--- src/design/hold_consts.svh ---
// Purpose: constants for the external bus hold handshake
// Assumes: single 40 MHz clock
// Notes: widths of the released bus are module parameters
`ifndef HOLD_CONSTS_SVH
`define HOLD_CONSTS_SVH
`define HOLD_SYNC_STAGES 2
`define HOLD_DISABLE_RESET 1'b0
`define TRIP_ENABLE_RESET 2'h0
`define DIR_OUTPUT 1'b1
`endif

--- src/design/hold_pkg.sv ---
// Purpose: types for the external bus hold handshake
// Assumes: nothing beyond the constants header
// Notes: states are gray coded along idle-drain-held-release
package hold_pkg;
    typedef enum logic [1:0] {
        st_idle = 2'h0,
        st_drain = 2'h1,
        st_held = 2'h3,
        st_release = 2'h2
    } hold_state_t;

    typedef struct packed {
        logic hold_disable;
        logic [1:0] trip_enable;
        logic pin15_dir;
    } hold_cfg_t;
endpackage

--- src/design/external_bus_hold_handshake.sv ---
// Purpose: hold request / acknowledge arbitration of the external bus
// Assumes: inputs synchronous except the hold request, which is synced
// Notes: output enables are active low (low = device drives the pin)
// How it works
// - hold request floats address, data, strobes
// - disable bit set stops hold function
// - trip inputs ignored until software enables
// - grant only after access done, none pending
// - pin fifteen: input trip four, output acknowledge
// - acknowledge low only after bus floated
// - request released: drop acknowledge, drive bus
`timescale 1ns/1ps
`include "hold_consts.svh"
module external_bus_hold_handshake
#(
    parameter int ADDR_W = 20,
    parameter int DATA_W = 32,
    parameter int STROBE_W = 8
)
(
    // clock and reset
    input wire logic ref_clk,
    input wire logic rstn,
    // configuration from software-owned control bits
    input wire hold_pkg::hold_cfg_t cfg,
    // external bus interface status
    input wire logic access_busy,
    input wire logic access_pending,
    // shared pin fourteen: trip three / hold request
    input wire logic shared_pin_fourteen,
    // shared pin fifteen: trip four / acknowledge
    input wire logic shared_pin_fifteen_in,
    output logic shared_pin_fifteen_out,
    output logic shared_pin_fifteen_oe_n,
    // bus release and status
    output logic bus_addr_oe_n,
    output logic bus_data_oe_n,
    output logic bus_strobe_oe_n,
    output logic bus_held,
    output logic bus_grant_ack_n,
    output logic block_new_access,
    // trip inputs towards the pwm module
    output logic [1:0] trip_inputs
);
    hold_pkg::hold_state_t state;
    hold_pkg::hold_state_t next_state;
    logic req_sync_n;
    logic ack_n;
    logic next_ack_n;
    logic float_bus;
    logic next_float_bus;
    logic hold_req;
    logic pin15_is_out;

    // the request pin is asynchronous; a raw glitch must not half-release
    hold_sync u_sync
    (
        .ref_clk(ref_clk),
        .rstn(rstn),
        .d_in(shared_pin_fourteen),
        .d_out(req_sync_n)
    );

    assign hold_req = !req_sync_n && !cfg.hold_disable;
    assign pin15_is_out = (cfg.pin15_dir == `DIR_OUTPUT);

    always_comb
    begin
        next_state = state;
        next_float_bus = float_bus;
        next_ack_n = ack_n;
        case (state)
            hold_pkg::st_idle:
            begin
                if (hold_req)
                    next_state = hold_pkg::st_drain;
            end
            hold_pkg::st_drain:
            begin
                if (!hold_req)
                    next_state = hold_pkg::st_idle;
                else if (!access_busy && !access_pending)
                begin
                    next_float_bus = 1'b1;
                    next_state = hold_pkg::st_held;
                end
            end
            hold_pkg::st_held:
            begin
                // ack one cycle after the float so it never leads it
                next_ack_n = !hold_req;
                if (!hold_req)
                    next_state = hold_pkg::st_release;
            end
            hold_pkg::st_release:
            begin
                // ack already high here; the master stops before we drive
                next_ack_n = 1'b1;
                next_float_bus = 1'b0;
                next_state = hold_pkg::st_idle;
            end
            default:
            begin
                next_state = hold_pkg::st_idle;
                next_float_bus = 1'b0;
                next_ack_n = 1'b1;
            end
        endcase
    end

    always_ff @(posedge ref_clk or negedge rstn)
    begin
        if (!rstn)
        begin
            state <= hold_pkg::st_idle;
            float_bus <= 1'b0;
            ack_n <= 1'b1;
        end
        else
        begin
            state <= next_state;
            float_bus <= next_float_bus;
            ack_n <= next_ack_n;
        end
    end

    assign bus_addr_oe_n = float_bus;
    assign bus_data_oe_n = float_bus;
    assign bus_strobe_oe_n = float_bus;
    assign bus_held = float_bus;
    // stop issuing new accesses as soon as a hold is being drained
    assign block_new_access = (state != hold_pkg::st_idle);
    assign bus_grant_ack_n = ack_n;

    assign shared_pin_fifteen_out = ack_n;
    assign shared_pin_fifteen_oe_n = !pin15_is_out;

    // trips are active low; a disabled trip reads as inactive
    function automatic logic trip_gate(input logic allowed,
        input logic pin_n);
        trip_gate = allowed && !pin_n;
    endfunction

    // trip three is taken raw: the pwm side wants the fastest response
    logic [1:0] trip_raw_n;
    logic [1:0] trip_allowed;
    assign trip_raw_n[0] = shared_pin_fourteen;
    assign trip_raw_n[1] = shared_pin_fifteen_in;
    assign trip_allowed[0] = cfg.trip_enable[0];
    // pin fifteen only trips while it is an input
    assign trip_allowed[1] = cfg.trip_enable[1] && !pin15_is_out;

    genvar t;
    generate
        for (t = 0; t < 2; t++)
        begin : g_trip
            assign trip_inputs[t] =
                trip_gate(trip_allowed[t], trip_raw_n[t]);
        end
    endgenerate
endmodule

--- src/design/hold_sync.sv ---
// Purpose: two-flop synchroniser for the hold request pin
// Assumes: input may be asynchronous
// Notes: resets to the inactive (high) level
`timescale 1ns/1ps
module hold_sync
(
    // clock and reset
    input wire logic ref_clk,
    input wire logic rstn,
    // level in and out
    input wire logic d_in,
    output logic d_out
);
    logic stage_a;
    logic stage_b;
    logic next_stage_a;
    logic next_stage_b;

    always_comb
    begin
        next_stage_a = d_in;
        next_stage_b = stage_a;
    end

    always_ff @(posedge ref_clk or negedge rstn)
    begin
        if (!rstn)
        begin
            stage_a <= 1'b1;
            stage_b <= 1'b1;
        end
        else
        begin
            stage_a <= next_stage_a;
            stage_b <= next_stage_b;
        end
    end

    assign d_out = stage_b;
endmodule

--- config.mk ---
export PLATFORM = sky130hd
export DESIGN_NAME = external_bus_hold_handshake
export DESIGN_NICKNAME = d
export VERILOG_FILES = /design/src/design/hold_pkg.sv /design/src/design/external_bus_hold_handshake.sv /design/src/design/hold_sync.sv
export VERILOG_INCLUDE_DIRS = /design/src /design/src/design
export SDC_FILE = /design/constraint.sdc
export NUM_CORES = 1
export LEC_CHECK = 0
export ABC_AREA = 0
export ABC_CLOCK_PERIOD_IN_PS = 1970
export BUFFER_PORTS_ARGS = -buffer_cell sky130_fd_sc_hd__buf_2
export CAP_MARGIN = 20
export CORE_AREA = 4 4 41 43
export CTS_CLUSTER_SIZE = 10
export DETAILED_ROUTE_END_ITERATION = 10
export DIE_AREA = 0 0 45 47
export GPL_TIMING_DRIVEN = 0
export MAX_ROUTING_LAYER = met4
export PLACE_DENSITY_LB_ADDON = 0.05
export SYNTH_ARGS = -nofsm -noshare
export SYNTH_HDL_FRONTEND = slang
export SYNTH_SLANG_ARGS = --single-unit
--- constraint.sdc ---
create_clock -name ref_clk -period 1.97 [get_ports ref_clk]
set_input_delay 0.0985 -clock ref_clk [delete_from_list [all_inputs] [get_ports ref_clk]]
set_output_delay 0.0985 -clock ref_clk [all_outputs]
set_load 0.1 [all_outputs]
==> results.sh <==
export IMPL_grt_use_total_pct=7.71
export IMPL_post_synth_top_count_cell="buf_4"
export IMPL_synthesized_area_divided_by_synthesized_cell_count_um2=11.5
export IMPL_critPathArrivalTime_ns=1.29
export IMPL_vias=252
export IMPL_finClkSkew_ns=0.00640
export IMPL_worst_endpoint_required_ns=1.87
export IMPL_globalRouteOverflowTotal=0
export IMPL_antenna_cells=0
export IMPL_timing_critical_path_slowest_stage_cell="dlygate4sd3_1"
export IMPL_endpoint="trip_inputs[0]"
export IMPL_ys_dominant_reg_cell="dfstp_2"
export IMPL_worst_slew_pin_slew_ns=0.487
export IMPL_critical_path_top_cell_by_count="buf_2"
export IMPL_drt_antenna_violating_nets=0
export IMPL_grt_pass1_wl_um=993
export IMPL_most_frequent_cells_after_synthesis="4 x buf_4, 3 x dfrtp_1, 3 x dfstp_2, 3 x nor2b_1"
export IMPL_ys_seq_elements=6
export IMPL_syn_nets=34
export IMPL_power_density_cell_area_nw_per_um2=889
export IMPL_yosysSeqAreaShare_pct=55.9
export IMPL_setup_tns_final_ns=0
export IMPL_final_layout_size_suffix_gt1_share_pct=63.3
export IMPL_timing_rr_start="state[0]$_DFFE_PN0P_"
export IMPL_cp_end_kind="output pin"
export IMPL_status="complete, no violations"
export IMPL_io_buffers=19
export IMPL_pwr_share_comb_pct=33.2
export IMPL_final_design_area_no_fill_um2=440
export IMPL_worstSetupStartpoint="shared_pin_fourteen"
export IMPL_die_height_um=47
export IMPL_floorplan_core_area_um2=1300
export IMPL_sw_pwr_w=0.000155
export IMPL_filler_cell_count=143
export IMPL_yosys_top_cell_area_share_pct=28.6
export IMPL_drt_first_iter_violations=0
export IMPL_grt_antenna_before_repair=0
export IMPL_timing_hold_worst_class="input pin to flop"
export IMPL_drt_pass1_iterations=1
export IMPL_final_count_of_pins_violating_max_slew=0
export IMPL_crit_type="input pin to output pin"
export IMPL_clock_buffer_count_from_cts=3
export IMPL_wl_um=633
export IMPL_yosys_cell_types_count=13
export IMPL_swShare_pct=39.5
export IMPL_clkTransAtPathRegs_ns=0.05
export IMPL_post_synth_instance_area_um2=275
export IMPL_synthesis_yosys_warnings=0
export IMPL_share_of_total_power_in_the_clock_network_pct=31.7
export IMPL_synth_top_cells_by_area="dfstp_2 29%, dfrtp_1 27%, buf_4 11%, nor2b_1 6.8%, nor4_2 4.5%"
export IMPL_vdd_ir_drop_worst_uv=310
export IMPL_insertion_delay_ns=0.25
export IMPL_cts_root_buf="clkbuf_4"
export IMPL_post_route_drc_count=0
export IMPL_routabilityCongestion=0.673
export IMPL_r2r_end="bus_addr_oe_n$_DFFE_PN0P_"
export IMPL_cts_tree="done"
export IMPL_placement_rows=13
export IMPL_worst_setup_path_start_kind="input pin"
export IMPL_max_cap_viol_count=0
export IMPL_synth_edff_count=0
export IMPL_fp_dieArea_um2=2120
export IMPL_synth_cells=24
export IMPL_dpl_instance_area_um2=394
export IMPL_ioPinCount=20
export IMPL_cellLeakagePower_nw=0.214
export IMPL_floorplan_initialDensity_pct=21.2
export IMPL_syn2layout_area_growth_pct=60.0
export IMPL_ctsHtreeMaxLevel=1
export IMPL_cpPeakStageDelay_ns=0.54
export IMPL_max_freq_mhz=719
export IMPL_critical_path_cell_chain="dlygate4sd3_1 > buf_2 > nor2b_1 > buf_2"
export IMPL_cts_max_path_buffers=2
export IMPL_regToRegSetupSlack_ns=0.97
export IMPL_setup_viol_count_final=0
export IMPL_cts_sink_count=6
export IMPL_avgViaCountPerCell=3.94
export IMPL_die_width_um=45
export IMPL_finalCriticalPeriod_ns=1.39
export IMPL_synthDominantAreaCellType="dfstp_2"
export IMPL_asyncSetResetFlopFracSynth_pct=100
export IMPL_reg2reg_depth=2
export IMPL_internal_power_w=0.000237
export IMPL_pwr_share_seq_pct=35.1
export IMPL_timing_critical_path_fanout_max=2
export IMPL_grt_start_max_net_pins=8
export IMPL_max_slew_margin_rel_pct=67.7
export IMPL_avgRoutedWirePerCell_um=9.89
export IMPL_finalNetCount=60
export IMPL_via_count_of_the_first_global_routing_pass=236
export IMPL_final_period_utilization_pct=70.6
export IMPL_final_hold_viol_count=0
export IMPL_grt_setup_unrepaired="false"
## kinds of logic after synthesis
kind of cell / after synthesis / share of synthesized area, %
AOI/OAI and AO/OA: 4 / 11.4
buffers and inverters: 6 / 13.6
DFF: 6 / 55.9
and+or+nand+nor: 8 / 19.1
## power by group through the flow
stage / clock [W] / combinational [W] / sequential, W
2_1_floorplan: 0 / 0.0000859 / 0.000156
3_3_place_gp: 0 / 0.000127 / 0.000139
3_5_place_dp: 0 / 0.000128 / 0.000139
4_1_cts: 0.000134 / 0.000131 / 0.000138
5_1_grt: 0.000143 / 0.000136 / 0.000139
6_report: 0.000124 / 0.000130 / 0.000137
## critical path, delay by kind of cell
kind	cells	cell delay (ns)
buffers and inverters	3	1.10
and+or+nand+nor	1	0.10
## layout by cell type (no fill, tap or decap), drive strengths merged, types with 2 or more instances in the layout
cell,n
buf,23
clkbuf,4
dfrtp,3
dfstp,3
dlygate4sd3,2
inv,2
nor2,2
nor2b,3
## flip-flops by register name, summed over array words and instances, names as in the netlist
register	cells
state	2
u_sync.next_stage_b	1
bus_grant_ack_n	1
bus_addr_oe_n	1
u_sync.d_out	1
## timing repair
| item | CTS | global route |
|---|---|---|
| gates resized for setup | 0 | 0 |
| hold buffers | 2 | 0 |
| endpoints found under the hold margin | 7 | 0 |
| setup buffers | 0 | 0 |
## per-layer routing
layer,wire (um),GRT usage [%],vias up
met1,220,6.47,113
met5,0,-,-
met3,84,3.45,0
met4,0,8.77,0
li1,-,-,125
met2,329,11.9,14
## cell type report
cell class              count  area (um^2)  area share, %
multi-input cells          12         88.8           20.2
repair buffers             21          115           26.1
plain buffers               4         30.0           6.82
flip-flops and latches      6          154           34.9
clock buffers               4         26.3           5.97
inverters                   2         7.51           1.70
well taps                  15         18.8           4.26
## how the worst min path moves through the flow
| stage | slack (ns) | end | start | cells past startpoint |
|---|---|---|---|---|
| finish | 0.16 | state[0]$_DFFE_PN0P_ | cfg[3] | 3 |
| CTS | 0.15 | state[0]$_DFFE_PN0P_ | cfg[3] | 3 |
| floorplan | -0.20 | bus_addr_oe_n$_DFFE_PN0P_ | rstn | 0 |
| global placement | -0.07 | state[0]$_DFFE_PN0P_ | rstn | 1 |
| global route | 0.17 | state[1]$_DFFE_PN0P_ | access_pending | 3 |
| detailed placement | -0.07 | state[0]$_DFFE_PN0P_ | rstn | 1 |
## metrics by stage
step                hold WS [ns]  util (%)  instances  setup WS (ns)  total power [W]
floorplan                 -0.197         -         24          0.438         0.000242
global placement         -0.0706      30.3         58          0.850         0.000267
detailed placement       -0.0690      30.3         58          0.849         0.000268
CTS                        0.152      33.8         64          0.576         0.000403
global route               0.173      33.8         64          0.533         0.000418
finish                     0.156      33.8         64          0.580         0.000392
Power figures use the tool's default switching activity.
